$ cat src/hdl/ea_pkg.sv
// Constants and types shared by the addressing mode and effective-address unit.
// Summary of operation
// - Seventeen addressing modes in seven groups.
// - Long modes reach the full 64 Kbyte space.
// - Short modes reach page zero, fewer bytes.
// - Read-modify-write operations refuse long forms.
// - Inherent instruction is one opcode byte only.
// - Immediate byte is the operand, not address.
// - Short direct uses one page-zero address byte.
// - Long direct takes two-byte sixteen-bit address.
// - Indexed address is index plus offset, unsigned.
// - Indexed without offset uses index as address.
// - Short indexed adds byte offset, up to 1FE.
// - Long indexed adds sixteen-bit offset to index.
// - Indirect reads pointer at page-zero pointer address.
// - Short indirect fetches a one-byte pointer.
// - Long indirect fetches two-byte pointer.
// - Relative base is PC after the branch.
// - Relative adds signed eight-bit displacement.
// - Indirect indexed adds index to fetched pointer.
package ea_pkg;

  localparam int ADDR_W = 16;
  localparam int DATA_W = 8;
  localparam int MODE_COUNT = 17;
  localparam logic [15:0] PAGE_ZERO_TOP = 16'h00ff;

  typedef enum logic [4:0] {
    MODE_INHERENT,
    MODE_IMMEDIATE,
    MODE_DIRECT_SHORT,
    MODE_DIRECT_LONG,
    MODE_INDEXED_NONE,
    MODE_INDEXED_SHORT,
    MODE_INDEXED_LONG,
    MODE_INDIRECT_SHORT,
    MODE_INDIRECT_LONG,
    MODE_IND_INDEXED_SHORT,
    MODE_IND_INDEXED_LONG,
    MODE_RELATIVE_DIRECT,
    MODE_RELATIVE_INDIRECT,
    MODE_BIT_DIRECT,
    MODE_BIT_INDIRECT,
    MODE_BIT_DIRECT_REL,
    MODE_BIT_INDIRECT_REL
  } addr_mode_t;

  typedef enum logic [1:0] {
    EA_MEMORY,
    EA_LITERAL,
    EA_BRANCH,
    EA_NONE
  } ea_kind_t;

endpackage

$ cat src/hdl/addressing_mode_ea_unit.sv
// Instruction-length decode and effective-address generator for the core.
`timescale 1ns/1ps
module addressing_mode_ea_unit
  #(
    parameter int ADDR_WIDTH = 16
  )
  (
    // Clock and reset.
    input  wire logic              sys_clk,
    input  wire logic              rst,
    // Decode request from the sequencer.
    input  wire logic              start,
    input  wire ea_pkg::addr_mode_t mode,
    input  wire logic              use_second_index,
    input  wire logic              rmw_op,
    input  wire logic [ADDR_WIDTH-1:0] pc_opcode,
    input  wire logic [7:0]        index_x,
    input  wire logic [7:0]        index_y,
    // Memory read port.
    output logic                   mem_rd,
    output logic [ADDR_WIDTH-1:0]  mem_addr,
    input  wire logic              mem_valid,
    input  wire logic [7:0]        mem_rdata,
    // Result.
    output logic                   busy,
    output logic                   done,
    output logic                   mode_error,
    output ea_pkg::ea_kind_t       ea_kind,
    output logic [ADDR_WIDTH-1:0]  ea,
    output logic [7:0]             literal,
    output logic [ADDR_WIDTH-1:0]  next_pc,
    output logic [2:0]             instr_extra
  );
  import ea_pkg::*;

  if (ADDR_WIDTH != ADDR_W)
  begin : g_width_check
    $error("ADDR_WIDTH must equal the core address width.");
  end

  typedef enum logic [2:0] {
    ST_IDLE,
    ST_FETCH_B1,
    ST_FETCH_B2,
    ST_PTR_HI,
    ST_PTR_LO,
    ST_DONE
  } ea_state_t;

  ea_state_t              state;
  addr_mode_t             cur_mode;
  logic [7:0]             cur_index;
  logic [ADDR_WIDTH-1:0]  fetch_pc;
  logic [7:0]             byte1;
  logic [7:0]             ptr_hi;
  logic [2:0]             extra_len;
  logic                   long_form;
  logic                   needs_ptr;
  logic                   ptr_word;
  logic [1:0]             stream_bytes;
  logic [ADDR_WIDTH-1:0]  next_ea;
  ea_kind_t               next_kind;

  // Bytes that follow the opcode, per mode; Y no-offset needs its prebyte.
  always_comb
  begin
    unique case (mode)
      MODE_INHERENT:          extra_len = 3'd0;
      MODE_IMMEDIATE:         extra_len = 3'd1;
      MODE_DIRECT_SHORT:      extra_len = 3'd1;
      MODE_DIRECT_LONG:       extra_len = 3'd2;
      MODE_INDEXED_NONE:      extra_len = {2'b00, use_second_index};
      MODE_INDEXED_SHORT:     extra_len = 3'd1;
      MODE_INDEXED_LONG:      extra_len = 3'd2;
      MODE_BIT_INDIRECT_REL:  extra_len = 3'd3;
      MODE_RELATIVE_DIRECT,
      MODE_BIT_DIRECT:        extra_len = 3'd1;
      default:                extra_len = 3'd2;
    endcase
  end

  // Long forms are refused for read-modify-write operations.
  always_comb
  begin
    long_form = (mode == MODE_DIRECT_LONG) || (mode == MODE_INDEXED_LONG) ||
                (mode == MODE_INDIRECT_LONG) || (mode == MODE_IND_INDEXED_LONG);
  end

  // Stream bytes to fetch and pointer kind for the current mode.
  always_comb
  begin
    stream_bytes = 2'd1;
    needs_ptr    = 1'b0;
    ptr_word     = 1'b0;
    case (cur_mode)
      MODE_DIRECT_LONG,
      MODE_INDEXED_LONG:      stream_bytes = 2'd2;
      MODE_INHERENT,
      MODE_INDEXED_NONE:      stream_bytes = 2'd0;
      MODE_INDIRECT_SHORT,
      MODE_IND_INDEXED_SHORT,
      MODE_RELATIVE_INDIRECT,
      MODE_BIT_INDIRECT,
      MODE_BIT_INDIRECT_REL:  needs_ptr = 1'b1;
      MODE_INDIRECT_LONG,
      MODE_IND_INDEXED_LONG:
      begin
        needs_ptr = 1'b1;
        ptr_word  = 1'b1;
      end
      default:                stream_bytes = 2'd1;
    endcase
  end

  // Sequencer: address bytes after the opcode, then pointer bytes.
  always_ff @(posedge sys_clk)
  begin
    if (rst)
    begin
      state <= ST_IDLE;
    end
    else
    begin
      case (state)
        ST_IDLE:
          if (start && !(rmw_op && long_form))
            state <= ST_FETCH_B1;
        ST_FETCH_B1:
          if (stream_bytes == 2'd0)
            state <= ST_DONE;
          else if (mem_valid)
          begin
            if (stream_bytes == 2'd2)
              state <= ST_FETCH_B2;
            else if (needs_ptr)
              state <= ptr_word ? ST_PTR_HI : ST_PTR_LO;
            else
              state <= ST_DONE;
          end
        ST_FETCH_B2:
          if (mem_valid)
            state <= ST_DONE;
        ST_PTR_HI:
          if (mem_valid)
            state <= ST_PTR_LO;
        ST_PTR_LO:
          if (mem_valid)
            state <= ST_DONE;
        ST_DONE:
          state <= ST_IDLE;
        default:
          state <= ST_IDLE;
      endcase
    end
  end

  // Request capture.
  always_ff @(posedge sys_clk)
  begin
    if (rst)
    begin
      cur_mode  <= MODE_INHERENT;
      cur_index <= 8'h00;
      fetch_pc  <= '0;
      next_pc   <= '0;
      instr_extra <= 3'd0;
    end
    else if (state == ST_IDLE && start)
    begin
      cur_mode    <= mode;
      cur_index   <= use_second_index ? index_y : index_x;
      fetch_pc    <= pc_opcode + 16'h0001;
      instr_extra <= extra_len;
      next_pc     <= pc_opcode + 16'h0001 + {13'h0000, extra_len};
    end
  end

  // Captured stream and pointer bytes.
  always_ff @(posedge sys_clk)
  begin
    if (rst)
    begin
      byte1  <= 8'h00;
      ptr_hi <= 8'h00;
    end
    else if (mem_valid && state == ST_FETCH_B1)
      byte1 <= mem_rdata;
    else if (mem_valid && state == ST_PTR_HI)
      ptr_hi <= mem_rdata;
  end

  // Memory reads: stream bytes, then page-zero pointer bytes.
  always_comb
  begin
    mem_rd   = 1'b0;
    mem_addr = '0;
    case (state)
      ST_FETCH_B1:
      begin
        mem_rd   = (stream_bytes != 2'd0);
        mem_addr = fetch_pc;
      end
      ST_FETCH_B2:
      begin
        mem_rd   = 1'b1;
        mem_addr = fetch_pc + 16'h0001;
      end
      ST_PTR_HI:
      begin
        mem_rd   = 1'b1;
        mem_addr = {8'h00, byte1};
      end
      ST_PTR_LO:
      begin
        mem_rd   = 1'b1;
        mem_addr = {8'h00, byte1} + {15'h0000, ptr_word};
      end
      default:
      begin
        mem_rd   = 1'b0;
        mem_addr = '0;
      end
    endcase
  end

  // Effective address, computed when the last byte arrives.
  always_comb
  begin
    next_kind = EA_MEMORY;
    next_ea   = '0;
    case (cur_mode)
      MODE_INHERENT:          next_kind = EA_NONE;
      MODE_IMMEDIATE:         next_kind = EA_LITERAL;
      MODE_DIRECT_SHORT,
      MODE_BIT_DIRECT,
      // Short forms finish on their only stream byte, so it comes straight from the bus.
      MODE_BIT_DIRECT_REL:    next_ea = {8'h00, mem_rdata};
      MODE_DIRECT_LONG:       next_ea = {byte1, mem_rdata};
      MODE_INDEXED_NONE:      next_ea = {8'h00, cur_index};
      MODE_INDEXED_SHORT:
        next_ea = {8'h00, cur_index} + {8'h00, mem_rdata};
      MODE_INDEXED_LONG:
        next_ea = {byte1, mem_rdata} + {8'h00, cur_index};
      MODE_INDIRECT_SHORT,
      MODE_BIT_INDIRECT,
      MODE_BIT_INDIRECT_REL:  next_ea = {8'h00, mem_rdata};
      MODE_INDIRECT_LONG:     next_ea = {ptr_hi, mem_rdata};
      MODE_IND_INDEXED_SHORT:
        next_ea = {8'h00, mem_rdata} + {8'h00, cur_index};
      MODE_IND_INDEXED_LONG:
        next_ea = {ptr_hi, mem_rdata} + {8'h00, cur_index};
      MODE_RELATIVE_DIRECT,
      MODE_RELATIVE_INDIRECT:
      begin
        next_kind = EA_BRANCH;
        next_ea = next_pc + {{8{mem_rdata[7]}}, mem_rdata};
      end
      default:                next_kind = EA_NONE;
    endcase
  end

  // Result registers, loaded on the cycle that completes the address.
  always_ff @(posedge sys_clk)
  begin
    if (rst)
    begin
      ea      <= '0;
      ea_kind <= EA_NONE;
      literal <= 8'h00;
    end
    else if (mem_valid && mem_rd && state != ST_PTR_HI &&
             !(state == ST_FETCH_B1 && (stream_bytes == 2'd2 || needs_ptr)))
    begin
      ea      <= next_ea;
      ea_kind <= next_kind;
      literal <= mem_rdata;
    end
    else if (state == ST_FETCH_B1 && stream_bytes == 2'd0)
    begin
      ea      <= next_ea;
      ea_kind <= next_kind;
    end
  end

  // Refusal flag for a long form requested by a read-modify-write operation.
  always_ff @(posedge sys_clk)
  begin
    if (rst)
      mode_error <= 1'b0;
    else
      mode_error <= (state == ST_IDLE) && start && rmw_op && long_form;
  end

  assign busy = (state != ST_IDLE);
  assign done = (state == ST_DONE);

  a_rmw_refused: assert property (@(posedge sys_clk) disable iff (rst)
    (state == ST_IDLE && start && rmw_op && long_form) |=> (state == ST_IDLE && mode_error))
    else $error("Long form accepted for a read-modify-write operation.");

  a_short_page0: assert property (@(posedge sys_clk) disable iff (rst)
    (done && cur_mode == MODE_DIRECT_SHORT) |-> ((ea <= PAGE_ZERO_TOP) && (ea[7:0] == byte1)))
    else $error("Short direct address left page zero.");

  a_inherent_len: assert property (@(posedge sys_clk) disable iff (rst)
    (state == ST_IDLE && start && mode == MODE_INHERENT) |=> ##1 (done && !$past(mem_rd)))
    else $error("Inherent mode did not finish without fetching.");

  a_ptr_order: assert property (@(posedge sys_clk) disable iff (rst)
    (state == ST_PTR_HI && mem_valid) |=> (mem_addr == $past(mem_addr) + 16'h0001))
    else $error("Pointer low byte not read from the next address.");

  a_indexed_sum: assert property (@(posedge sys_clk) disable iff (rst)
    (done && cur_mode == MODE_INDEXED_SHORT) |-> (ea == {8'h00, cur_index} + {8'h00, byte1}))
    else $error("Short indexed address is not the unsigned sum.");

  a_next_pc: assert property (@(posedge sys_clk) disable iff (rst)
    (state == ST_IDLE && start) |=> (next_pc == $past(pc_opcode) + 16'h0001
                                     + {13'h0000, instr_extra}))
    else $error("Advanced program counter is wrong.");

  a_stream_addr: assert property (@(posedge sys_clk) disable iff (rst)
    (state == ST_FETCH_B2) |-> (mem_addr == fetch_pc + 16'h0001))
    else $error("Second address byte fetched from the wrong place.");

  a_done_pulse: assert property (@(posedge sys_clk) disable iff (rst)
    done |=> !done)
    else $error("Done held for more than one cycle.");

endmodule // addressing_mode_ea_unit

$ cat config.mk
export PLATFORM = sky130hd
export DESIGN_NAME = addressing_mode_ea_unit
export DESIGN_NICKNAME = d
export VERILOG_FILES = /design/src/hdl/ea_pkg.sv /design/src/hdl/addressing_mode_ea_unit.sv
export SDC_FILE = /design/constraint.sdc
export NUM_CORES = 1
export LEC_CHECK = 0
export ABC_AREA = 1
export BUFFER_PORTS_ARGS = -buffer_cell sky130_fd_sc_hd__buf_2
export CAP_MARGIN = 20
export CORE_AREA = 2 2 117 119
export CTS_CLUSTER_DIAMETER = 80
export DETAILED_ROUTE_END_ITERATION = 10
export DIE_AREA = 0 0 119 121
export GPL_ROUTABILITY_DRIVEN = 0
export PLACE_DENSITY_LB_ADDON = 0.1
export SLEW_MARGIN = 20
export SYNTH_ARGS = -nofsm -noshare
export SYNTH_HDL_FRONTEND = slang
export SYNTH_SLANG_ARGS = --single-unit
export TNS_END_PERCENT = 1
$ cat constraint.sdc
create_clock -name sys_clk -period 3.8 [get_ports sys_clk]
set_input_delay 0.95 -clock sys_clk [delete_from_list [all_inputs] [get_ports sys_clk]]
set_output_delay 0.95 -clock sys_clk [all_outputs]
set_load 0.01 [all_outputs]
Yosys cells after proc, flatten, opt, wreduce, memory -nomap -nowiden
Index checks and enable logic that the tools add are counted.
- bits in registers: 94
- bits of input ports: 51
- word-level logic and storage cells: 119
- $add $sub $neg: 8
- equal/unequal tests: 38
- multiplexer cells: 22
- bitwise gates (word level): 1
- reduce and logical (&&, ||, !) cells: 38
- operators by type and width (cell ; number):
    $pmux W16 S8 ; 1
    $pmux W16 S4 ; 1
    $eq A5 B4 Y1 const B ; 12
    $eq A5 B3 Y1 const B ; 7
    $add A16 B1 Y16 const B ; 2
    $add A16 B8 Y16 ; 2
    $mux W16 ; 2
    $mux W3 ; 8
    $eq A5 B2 Y1 const B ; 4
    $add A16 B16 Y16 ; 1
    $add A16 B3 Y16 ; 1
    $reduce_or A13 Y1 ; 1
    $logic_and A1 B1 Y1 ; 12
    $pmux W3 S4 ; 1
    $reduce_or A2 Y1 ; 6
    $eq A5 B1 Y1 const B ; 2
    $eq A5 B5 Y1 const B ; 2
    $logic_not A5 Y1 ; 2
    $add A8 B1 Y9 ; 1
    $add A8 B8 Y9 ; 1
    $mux W8 ; 1
    $pmux W2 S4 ; 1
    $reduce_or A7 Y1 ; 1
    $eq A3 B2 Y1 const B ; 2
    other kinds (24) ; 33

Depth between registers and ports, before layout
Gate-level depths: netlist (run 1).
- depth after elaboration: 9
- depth in mapped cells: 17
- depth with buffers taken out: 16

Least setup slack after synthesis (run 1)
OpenSTA, ideal clock, no wires.
- path type: in2reg
- start point: input port mode[2]
- end point: register next_pc[14]
- data arrival time: 2.853 ns
- data required time: 3.668 ns
- slack: 0.815 ns
- stages on the path: 17
- buffers on the path: 1
- path through: clkbuf_1 > nand2_1 > o21ai_0 > nand3_1 > a21oi_1 > a311o_1 > ha_1 > fa_1 > nand2_1 > nor2_2 > nand2_1 > nor2_1 > nand3_2 > nor2_1 > nand4_1 > nand2_1 > a21oi_1
- cells in the longest elaborated chain, start to end: 4
- RTL lines (element ; line ; source):
    start: declaration ; addressing_mode_ea_unit.sv:13 ; input wire ea_pkg::addr_mode_t mode,
    $eq A5 B4 Y1, or another cell as far along ; addressing_mode_ea_unit.sv:67 ; unique case (mode)
    $reduce_or A5 Y1 (no line) ; - ;
    $pmux W2 S4 (*) ; addressing_mode_ea_unit.sv:67 ;
    net extra_len[0] ; addressing_mode_ea_unit.sv:56 ; logic [2:0] extra_len;
    $add A16 B3 Y16 (*) ; addressing_mode_ea_unit.sv:174 ; next_pc <= pc_opcode + 16'h0001 + {13'h0000, extra_len};
    end signal: assignment ; addressing_mode_ea_unit.sv:174 ;
    end: declaration ; addressing_mode_ea_unit.sv:31 ; output logic [ADDR_WIDTH-1:0] next_pc,
Mark *: on every way through the listed nets, which the timed path passes. The rest lies on a longest branch.
A chain may end at the register's enable or synchronous reset.

Worst setup path in the final report (run 1)
- start point: register cur_mode[4]
- end point: output port mem_addr[8]
- cells in the longest elaborated chain, start to end: 5
- RTL lines (element ; line ; source):
    start: declaration ; addressing_mode_ea_unit.sv:51 ; addr_mode_t cur_mode;
    start signal: assignment ; addressing_mode_ea_unit.sv:170 ; cur_mode <= mode;
    $eq A5 B4 Y1 ; addressing_mode_ea_unit.sv:95 ; case (cur_mode)
    $reduce_or A2 Y1 (*) ; - ;
    $mux W1 (*) ; addressing_mode_ea_unit.sv:95 ;
    $add A8 B1 Y9 (*) ; addressing_mode_ea_unit.sv:216 ; mem_addr = {8'h00, byte1} + {15'h0000, ptr_word};
    $pmux W16 S4 (*) ; addressing_mode_ea_unit.sv:197 ; case (state)
    end: declaration ; addressing_mode_ea_unit.sv:21 ; output logic [ADDR_WIDTH-1:0] mem_addr,
Every way passes the cells marked *; elsewhere a longest branch is shown, timed or not.

==> impl_metrics.py, run 1 <==
metrics = {
    "logic_synthesis": {
        "synth_edf_count": 0,
        "syn_inst": 1096,
        "synth_nets": 1179,
        "yosys.area.top_type": "dfxtp_1",
        "synth.area.top_cells": "dfxtp_1 (26%), nand2_1 (13%), a21oi_1 (7.9%)",
        "syn_area_um2": 7030,
        "synth-seq-cells": 93,
        "synth_ff_type": "dfxtp_1",
        "avgSynthCellArea_um2": 6.42,
        "synth_top_cell_area_share_pct": 26.5,
        "async_flop_share_pct": 0,
        "ys_warn_count": 0,
        "yosysSeqAreaShare_pct": 26.5,
        "synth_cell_types": 54,
    },
    "drt": {
        "viasPerCell": 5.45,
        "wl_per_cell_um": 15.1,
        "drt_iter0_markers": 658,
        "postRouteAntennaNets": 0,
        "vias": 7538,
        "post-route-drc-count": 0,
        "firstDrtPassIters": 6,
        "wl_um": 20900,
    },
    "power_and_ir_drop": {
        "pwr_density_cell_nw_per_um2": 572,
        "ir_drop_uv": 310,
        "p_leak_nw": 3.75,
    },
    "finish": {
        "drive_gt1_share_pct": 18.1,
        "final_common_cell": "nand2_1",
        "diodes": 0,
        "multi_input_area_um2": 4490,
        "final_core_util_pct": 61.4,
        "final_cell_mix": "nand2_1 (249), inv_1 (129), buf_2 (114), a21oi_1 (111), dfxtp_1 (93)",
        "area_delta_synth_final_pct": 14.2,
        "register_area_um2": 1860,
        "num-nets-final": 1285,
        "n_fill_cell": 1302,
    },
    "timing": {
        "slew_violations": 0,
        "finalSetupViolations": 0,
        "worstMarginPinSlew_ns": 0.769,
        "fin_crit_sh_pct": 92.8,
        "final.min_clock_period_ns": 3.53,
        "fin_worst_skew_ns": 0.0110,
        "max_freq_ghz": 0.283,
        "rsz0062_at_grt": "false",
        "slew_headroom_pct": 48.5,
        "hold_viol": 0,
        "fin_tns_setup_ns": 0,
    },
    "clocking": {
        "clk-insertion-delay-late_ns": 0.36,
        "cts_tree": "built",
        "cts_htree_levels": 3,
        "numCtsBuffers": 9,
        "clock-root-buffer": "clkbuf_16",
        "clkSlewWorstSetupHoldPaths_ns": 0.07,
        "cts_sinks": 93,
        "clock_tree.buffer_depth": 2,
    },
    "grt": {
        "grt_pass1_vias": 6836,
        "antenna_found_initial": 0,
        "gr-usage-all-layers_pct": 29.2,
        "grt_max_degree": 63,
        "grt_pass1_wl_um": 33800,
        "overflow": 0,
    },
    "worst_setup_path": {
        "critPathLaunchType": "flop",
        "critPathArrivalTime_ns": 2.58,
        "critPathRequiredTime_ns": 2.85,
        "path_class": "reg -> out",
        "critPathMaxFanout": 11,
        "end_kind": "primary output",
    },
    "placed_design": {
        "dp_hpwl_um": 16100,
        "port_buffers": 114,
    },
    "die": {
        "start_util_pct": 53.8,
        "die_width_um": 119,
        "core_um2": 13100,
        "die-area_um2": 14400,
        "die-height_um": 121,
        "rows": 42,
        "io_pins": 116,
    },
    "flow_run": {
        "drv_cap": 0,
    },
    "run_status": {
        "status": "complete, no violations",
    },
    "hold_path": {
        "min_path_type": "reg -> reg",
    },
}
[critical path: stages (launching register included)]
cell      delay, ns
dfxtp_1        0.32
inv_2          0.18
nand3_4        0.15
nor2_2         0.17
ha_1           0.19
ha_1           0.16
nand2_1        0.07
nor2_1         0.13
inv_1          0.05
nor2_1         0.11
inv_1          0.06
nor3_1         0.22
nand3_1        0.11
o211ai_1       0.12
buf_2          0.17
[cell type report]
type                    count  share of cell area, %
clock inverters             5                  0.452
flip-flops and latches     93                   23.2
well taps                 176                   2.74
multi-input cells         831                   55.9
clock buffers              11                   3.02
inverters                 143                   6.71
repair buffers            124                   8.03
[per-layer routing]
metal | GRT usage, % | routed length, µm | part of all wire (%)
met5 | 0 | 0 | 0
met4 | 9.45 | 416 | 2.0
met3 | 4.37 | 1350 | 6.5
met2 | 46.9 | 9350 | 45
met1 | 40.4 | 9740 | 47
[stage by stage]
step                      cells  hold slack [ns]  power (W)  setup WS (ns)  area, µm²
final                      1383            0.460    0.00460          0.272       8040
after global routing       1383            0.474    0.00495         0.0192       8040
after CTS                  1383            0.463    0.00457          0.235       8030
after detailed placement   1367            0.447    0.00371          0.554       7750
after global placement     1367            0.435    0.00368          0.653       7750
after floorplan            1096            0.437    0.00305          0.815       7030
[logic make-up (layout without fill, tap and decap cells)]
group | count (synthesis) | count (layout) | synth area share, %
other cells | 1 | 1 | 0.0533
compound gates | 265 | 265 | 20.8
mux | 4 | 4 | 0.569
flops | 93 | 93 | 26.5
simple gates | 508 | 508 | 33.5
xor+xnor | 21 | 21 | 2.83
buf+inv | 172 | 283 | 9.73
fa+ha+maj | 32 | 32 | 6.01
[registers in the layout, summed over array words and instances (netlist names)]
register,cells
byte1,8
cur_index,8
cur_mode,5
ea,16
ea_kind,2
fetch_pc,16
instr_extra,2
literal,8
mode_error,1
next_pc,16
ptr_hi,8
state,3
[path summary, 6_finish.rpt]
kind,cells after the start,startpoint,endpoint,slack [ns]
min reg2reg,2,ea[0],ea[0],0.46
max reg2reg,12,cur_index[0],ea[14],1.33
min,2,ea[0],ea[0],0.46
max,14,cur_mode[4],mem_addr[8],0.27
[synth_stat cells, types with 4 or more instances]
cell and instances:
nand2_1 249, inv_1 129, a21oi_1 111, dfxtp_1 93, nor2_1 91, o21ai_0 91, nand3_1 80, ha_1 29
clkbuf_1 21, nand4_1 18, nand2_2 16, inv_2 13, o22ai_1 11, xnor2_1 10, nor2_2 9, nor3_1 9
xor2_1 9, nor2_4 8, o211ai_1 8, o21ai_1 8, o21bai_1 7, or2_2 7, mux2i_1 4, nand2_4 4
nand3_2 4, nor3_2 4, o2111ai_1 4
[what timing repair did]
item | CTS | global route
gates resized for setup | 0 | 1
setup buffers | 0 | 0
endpoints found under the setup margin | 0 | 1
hold buffers | 0 | 0
[where the power goes]
part,switching [W],total [W],internal (W)
clock,0.000409,0.000871,0.000462
sequential,0.000243,0.00147,0.00122
combinational,0.00150,0.00226,0.000762
Power figures use the tool's default switching activity.
==> inputs of run 2 (changes only) <==
--- a/config.mk
+++ b/config.mk
@@ -6,12 +6,12 @@
 export NUM_CORES = 1
 export LEC_CHECK = 0
 export ABC_AREA = 1
-export BUFFER_PORTS_ARGS = -buffer_cell sky130_fd_sc_hd__buf_2
 export CAP_MARGIN = 20
 export CORE_AREA = 2 2 117 119
 export CTS_CLUSTER_DIAMETER = 80
 export DETAILED_ROUTE_END_ITERATION = 10
 export DIE_AREA = 0 0 119 121
+export DONT_BUFFER_PORTS = 1
 export GPL_ROUTABILITY_DRIVEN = 0
 export PLACE_DENSITY_LB_ADDON = 0.1
 export SLEW_MARGIN = 20
==> run 2 against run 1 <==
Total power is 1.5% lower. Routed wire length fell by 1.8%. Combinational power is 12% lower. Global-route usage decreased by 0.49 points. Clock power is 15% higher. Critical path depth shrank 1. Largest cell class unchanged. Highest routed layer unchanged.
==> impl_metrics.py, run 2 (synthesis results as in run 1) <==
metrics = {
    "run_status": {
        "status": "complete, no violations",
    },
    "finish": {
        "n_fill_cell": 1337,
        "top_regs": "ea (16), fetch_pc (16), next_pc (16)",
        "area_delta_synth_final_pct": 6.74,
        "final_common_cell": "nand2_1",
        "drive_gt1_share_pct": 9.42,
        "register_area_um2": 1860,
        "final_cell_mix": "nand2_1 (249), inv_1 (129), a21oi_1 (111), dfxtp_1 (93)",
        "multi_input_area_um2": 4490,
        "diodes": 0,
        "num-nets-final": 1171,
    },
    "clocking": {
        "cts_setup_buffers": 0,
        "cts_resized": 0,
        "clk-insertion-delay-late_ns": 0.36,
        "cts_sinks": 93,
        "cts_hold_buf": 0,
        "numCtsBuffers": 9,
        "cts_htree_levels": 3,
        "clkSlewWorstSetupHoldPaths_ns": 0.08,
        "clock_tree.buffer_depth": 2,
        "clock-root-buffer": "clkbuf_16",
        "cts_tree": "built",
    },
    "timing": {
        "setup_slack_ns": 0.359,
        "final.min_clock_period_ns": 3.44,
        "rsz0062_at_grt": "false",
        "slew_headroom_pct": 52.9,
        "hold_viol": 0,
        "worstMarginPinSlew_ns": 0.704,
        "slew_violations": 0,
        "fin_tns_setup_ns": 0,
        "fin_worst_skew_ns": 0.0118,
        "max_freq_ghz": 0.291,
        "finalSetupViolations": 0,
        "fin_crit_sh_pct": 90.6,
    },
    "flow_run": {
        "drv_cap": 0,
    },
    "worst_setup_path": {
        "slowest_delay_ns": 0.33,
        "timing.rr.end": "ea[14]",
        "r2r_slack_ns": 1.35,
        "startpoint": "cur_mode[4]",
        "end_kind": "primary output",
        "worstPathCellList": "inv_2 > nand3_4 > nor2_1 > ha_1 > ha_1 > nand2_1 > nor2_1 > inv_1 > nor2_1 > inv_1 > o21ai_0 > nand2_1 > o2111ai_1",
        "critPathRequiredTime_ns": 2.85,
        "worstSetupEndpoint": "mem_addr[6]",
        "critPathMaxFanout": 11,
        "critPathMostFrequentCell": "nor2_1",
        "r2r_cells": 12,
        "critPathLaunchType": "flop",
        "slowest_stage": "o2111ai_1",
        "path_class": "reg -> out",
        "timing.rr.start": "cur_index[0]",
        "critPathArrivalTime_ns": 2.49,
    },
    "grt": {
        "overflow": 0,
        "gr-usage-all-layers_pct": 28.7,
        "antenna_found_initial": 0,
        "grt_pass1_vias": 6417,
        "grt_pass1_wl_um": 33000,
        "grt_max_degree": 40,
    },
    "placed_design": {
        "pre_cts_ws_ns": 0.701,
        "port_buffers": 0,
        "dp_hpwl_um": 16000,
    },
    "drt": {
        "postRouteAntennaNets": 0,
        "wl_per_cell_um": 16.1,
        "wl_um": 20500,
        "firstDrtPassIters": 5,
        "viasPerCell": 5.58,
        "drt_iter0_markers": 525,
        "vias": 7079,
        "post-route-drc-count": 0,
    },
    "hold_path": {
        "min_path_type": "reg -> reg",
    },
    "die": {
        "start_util_pct": 53.8,
        "die-area_um2": 14400,
        "io_pins": 116,
        "core_um2": 13100,
        "rows": 42,
        "die-height_um": 121,
        "die_width_um": 119,
    },
    "power_and_ir_drop": {
        "p_leak_nw": 3.25,
        "pwr_density_cell_nw_per_um2": 603,
        "ir_drop_uv": 268,
    },
}
run 2: layer usage:
metal	global-route usage [%]	wire length (µm)	vias up
met1	40.1	9600	3196
met4	8.41	416	0
met3	6.67	1550	31
li1	-	-	3640
met5	0	0	-
met2	44.2	8910	212
run 2: worst min-delay path by stage:
stage,startpoint,endpoint,cells past startpoint
2_1_floorplan,ptr_hi[0],ptr_hi[0],2
3_3_place_gp,ptr_hi[0],ptr_hi[0],2
3_5_place_dp,ptr_hi[0],ptr_hi[0],2
4_1_cts,ptr_hi[0],ptr_hi[0],2
5_1_grt,ptr_hi[1],ptr_hi[1],2
6_report,ptr_hi[1],ptr_hi[1],2
run 2: final cells by class:
| type | count | area share (%) |
|---|---|---|
| Clock buffer | 11 | 3.23 |
| Clock inverter | 5 | 1.08 |
| Inverter | 143 | 7.18 |
| Multi-Input combinational cell | 831 | 59.8 |
| Sequential cell | 93 | 24.8 |
| Tap cell | 176 | 2.93 |
| Timing Repair Buffer | 10 | 1.00 |
run 2: worst max-delay path, delay by kind of cell (launching register included):
kind,cells,cell delay (ns)
simple gates,6,0.71
flops,1,0.32
buf+inv,3,0.28
compound gates,2,0.47
fa+ha+maj,2,0.36
run 2: power breakdown:
part	total (W)	switching, W	internal (W)
Combinational	0.00198	0.00135	0.000637
Clock	0.00100	0.000406	0.000597
Sequential	0.00154	0.000318	0.00122
Total	0.00453	0.00207	0.00246
run 2: metrics by stage:
step	hold slack, ns	power, W	instance area, µm²	utilization, %	cells
after floorplan	0.437	0.00305	7030	-	1096
after global placement	0.452	0.00351	7180	54.9	1253
after detailed placement	0.456	0.00351	7180	54.9	1253
after CTS	0.468	0.00452	7510	57.4	1269
after global routing	0.485	0.00487	7510	57.4	1269
final	0.473	0.00453	7510	57.4	1269
==> inputs of run 3 (changes only) <==
==> constraint.sdc (replaced) <==
create_clock -name sys_clk -period 3.8 [get_ports sys_clk]
set_input_delay 0.57 -clock sys_clk [delete_from_list [all_inputs] [get_ports sys_clk]]
set_output_delay 0.57 -clock sys_clk [all_outputs]
set_load 0.01 [all_outputs]
==> run 3 against run 2 <==
Sequential share of layout area up 0.14 points. Clock power down 4%. Combinational power about the same. Fmax up 12%. Via count about the same. Register-to-register slack worse by 0.03 ns. Hold slack worse by 0.19 ns. Design area down 0.55%. Sequential cell count unchanged. Final cell count down 0.32%. Critical path type unchanged.
==> impl_metrics.py, run 3 (synthesis results as in run 1) <==
metrics = {
    "finish": {
        "final_common_cell": "nand2_1",
        "area_delta_synth_final_pct": 6.15,
        "final_core_util_pct": 57.1,
        "top_regs": "ea (16), fetch_pc (16), next_pc (16)",
        "diodes": 0,
        "drive_gt1_share_pct": 9.09,
        "num-nets-final": 1167,
        "final_cell_mix": "nand2_1 (249), inv_1 (129), a21oi_1 (111), dfxtp_1 (93)",
    },
    "timing": {
        "max_freq_ghz": 0.326,
        "fin_worst_skew_ns": 0.00834,
        "fin_crit_sh_pct": 80.7,
        "whs_ns": 0.279,
        "setup_slack_ns": 0.734,
        "worstMarginPinSlew_ns": 0.727,
        "rsz0062_at_grt": "false",
        "hold_viol": 0,
        "fin_tns_setup_ns": 0,
        "slew_violations": 0,
        "final.min_clock_period_ns": 3.07,
        "slew_headroom_pct": 51.4,
        "finalSetupViolations": 0,
    },
    "drt": {
        "firstDrtPassIters": 5,
        "postRouteAntennaNets": 0,
        "post-route-drc-count": 0,
        "drt_iter0_markers": 545,
        "viasPerCell": 5.60,
        "wl_per_cell_um": 16.3,
        "wl_um": 20600,
        "vias": 7083,
    },
    "worst_setup_path": {
        "critPathMaxFanout": 11,
        "critPathLaunchType": "flop",
        "r2r_cells": 12,
        "timing.rr.start": "cur_index[0]",
        "critPathArrivalTime_ns": 2.50,
        "timing.rr.end": "ea[12]",
        "critPathRequiredTime_ns": 3.23,
        "end_kind": "primary output",
        "path_class": "reg -> out",
        "r2r_slack_ns": 1.32,
    },
    "placed_design": {
        "port_buffers": 0,
        "dp_hpwl_um": 15800,
        "pre_cts_ws_ns": 1.11,
    },
    "clocking": {
        "numCtsBuffers": 9,
        "clkSlewWorstSetupHoldPaths_ns": 0.07,
        "cts_sinks": 93,
        "cts_setup_buffers": 0,
        "cts_htree_levels": 3,
        "cts_resized": 0,
        "cts_hold_buf": 0,
        "clk-insertion-delay-late_ns": 0.36,
        "clock-root-buffer": "clkbuf_16",
        "clock_tree.buffer_depth": 2,
        "cts_tree": "built",
    },
    "power_and_ir_drop": {
        "comb_power_share_pct": 43.8,
        "p_leak_nw": 3.23,
        "clock_power_share_pct": 21.6,
        "pwr_density_cell_nw_per_um2": 596,
        "finalPower_w": 0.00445,
        "switching_share_pct": 46.4,
        "p_int_w": 0.00239,
        "ir_drop_uv": 285,
        "power_switching_w": 0.00207,
        "pwr-share-seq_pct": 34.6,
    },
    "die": {
        "rows": 42,
        "core_um2": 13100,
        "die_width_um": 119,
        "die-height_um": 121,
        "start_util_pct": 53.8,
        "die-area_um2": 14400,
        "io_pins": 116,
    },
    "grt": {
        "gr-usage-all-layers_pct": 29.4,
        "grt_pass1_wl_um": 33700,
        "grt_pass1_vias": 6572,
        "antenna_found_initial": 0,
        "overflow": 0,
        "grt_max_degree": 52,
    },
    "flow_run": {
        "drv_cap": 0,
    },
    "hold_path": {
        "min_path_cells": 1,
        "min_delay_worst_endpoint": "ptr_hi[1]",
        "hold_start": "rst",
        "min_path_type": "in -> reg",
    },
    "run_status": {
        "status": "complete, no violations",
    },
}
run 3: changes by cell type in the layout (fill, tap and decap cells not counted):
| cell | previous run | this run |
|---|---|---|
| bufinv_16 | 2 | 1 |
| buf_4 | 10 | 6 |
| inv_6 | 1 | 0 |
| clkinvlp_4 | 1 | 0 |
| clkinv_2 | 1 | 0 |
| clkinv_4 | 0 | 3 |
| clkbuf_8 | 1 | 2 |
run 3: cell type report:
class	instances	area (µm²)
Timing Repair Buffer	6	45.0
Clock buffer	12	256
Multi-Input combinational cell	831	4490
Clock inverter	4	56.3
Tap cell	176	220
Sequential cell	93	1860
Fill cell	1308	5620
Inverter	143	539
run 3: worst max-delay path by stage:
stage           startpoint          end  slack [ns]  cells past startpoint
2_1_floorplan      mode[2]  next_pc[14]        1.19                     17
3_3_place_gp       mode[0]  next_pc[14]        1.17                     15
3_5_place_dp       mode[0]  next_pc[14]        1.11                     15
4_1_cts        cur_mode[4]  mem_addr[6]        0.72                     13
5_1_grt        cur_mode[4]  mem_addr[6]        0.47                     13
6_report       cur_mode[4]  mem_addr[6]        0.73                     13
run 3: power groups by stage:
stage | sequential (W) | clock (W) | combinational, W
finish | 0.00154 | 0.000961 | 0.00195
global placement | 0.00156 | 0 | 0.00192
floorplan | 0.00146 | 0 | 0.00159
global route | 0.00158 | 0.00101 | 0.00222
CTS | 0.00154 | 0.000971 | 0.00193
detailed placement | 0.00156 | 0 | 0.00192
run 3: per-stage QoR:
stage	area, µm²	std cells
finish	7470	1265
global route	7470	1265
CTS	7470	1265
detailed placement	7150	1249
global placement	7150	1249
floorplan	7030	1096
run 3: worst max-delay path, stage by stage (launching register included):
cell and delay, ns:
dfxtp_1 0.33, inv_2 0.17, nand3_4 0.13, nor2_1 0.20, ha_1 0.21, ha_1 0.16, nand2_1 0.07, nor2_1 0.13
inv_1 0.05, nor2_1 0.10, inv_1 0.06, o21ai_0 0.14, nand2_1 0.06, o2111ai_1 0.33
run 3: layer usage:
metal  GRT usage (%)  part of all wire (%)  vias up
li1                -                     -     3622
met1            41.0                    47     3226
met2            46.2                    44      212
met3            4.84                   6.4       23
met4            9.82                   1.8        0
met5               0                     0        -
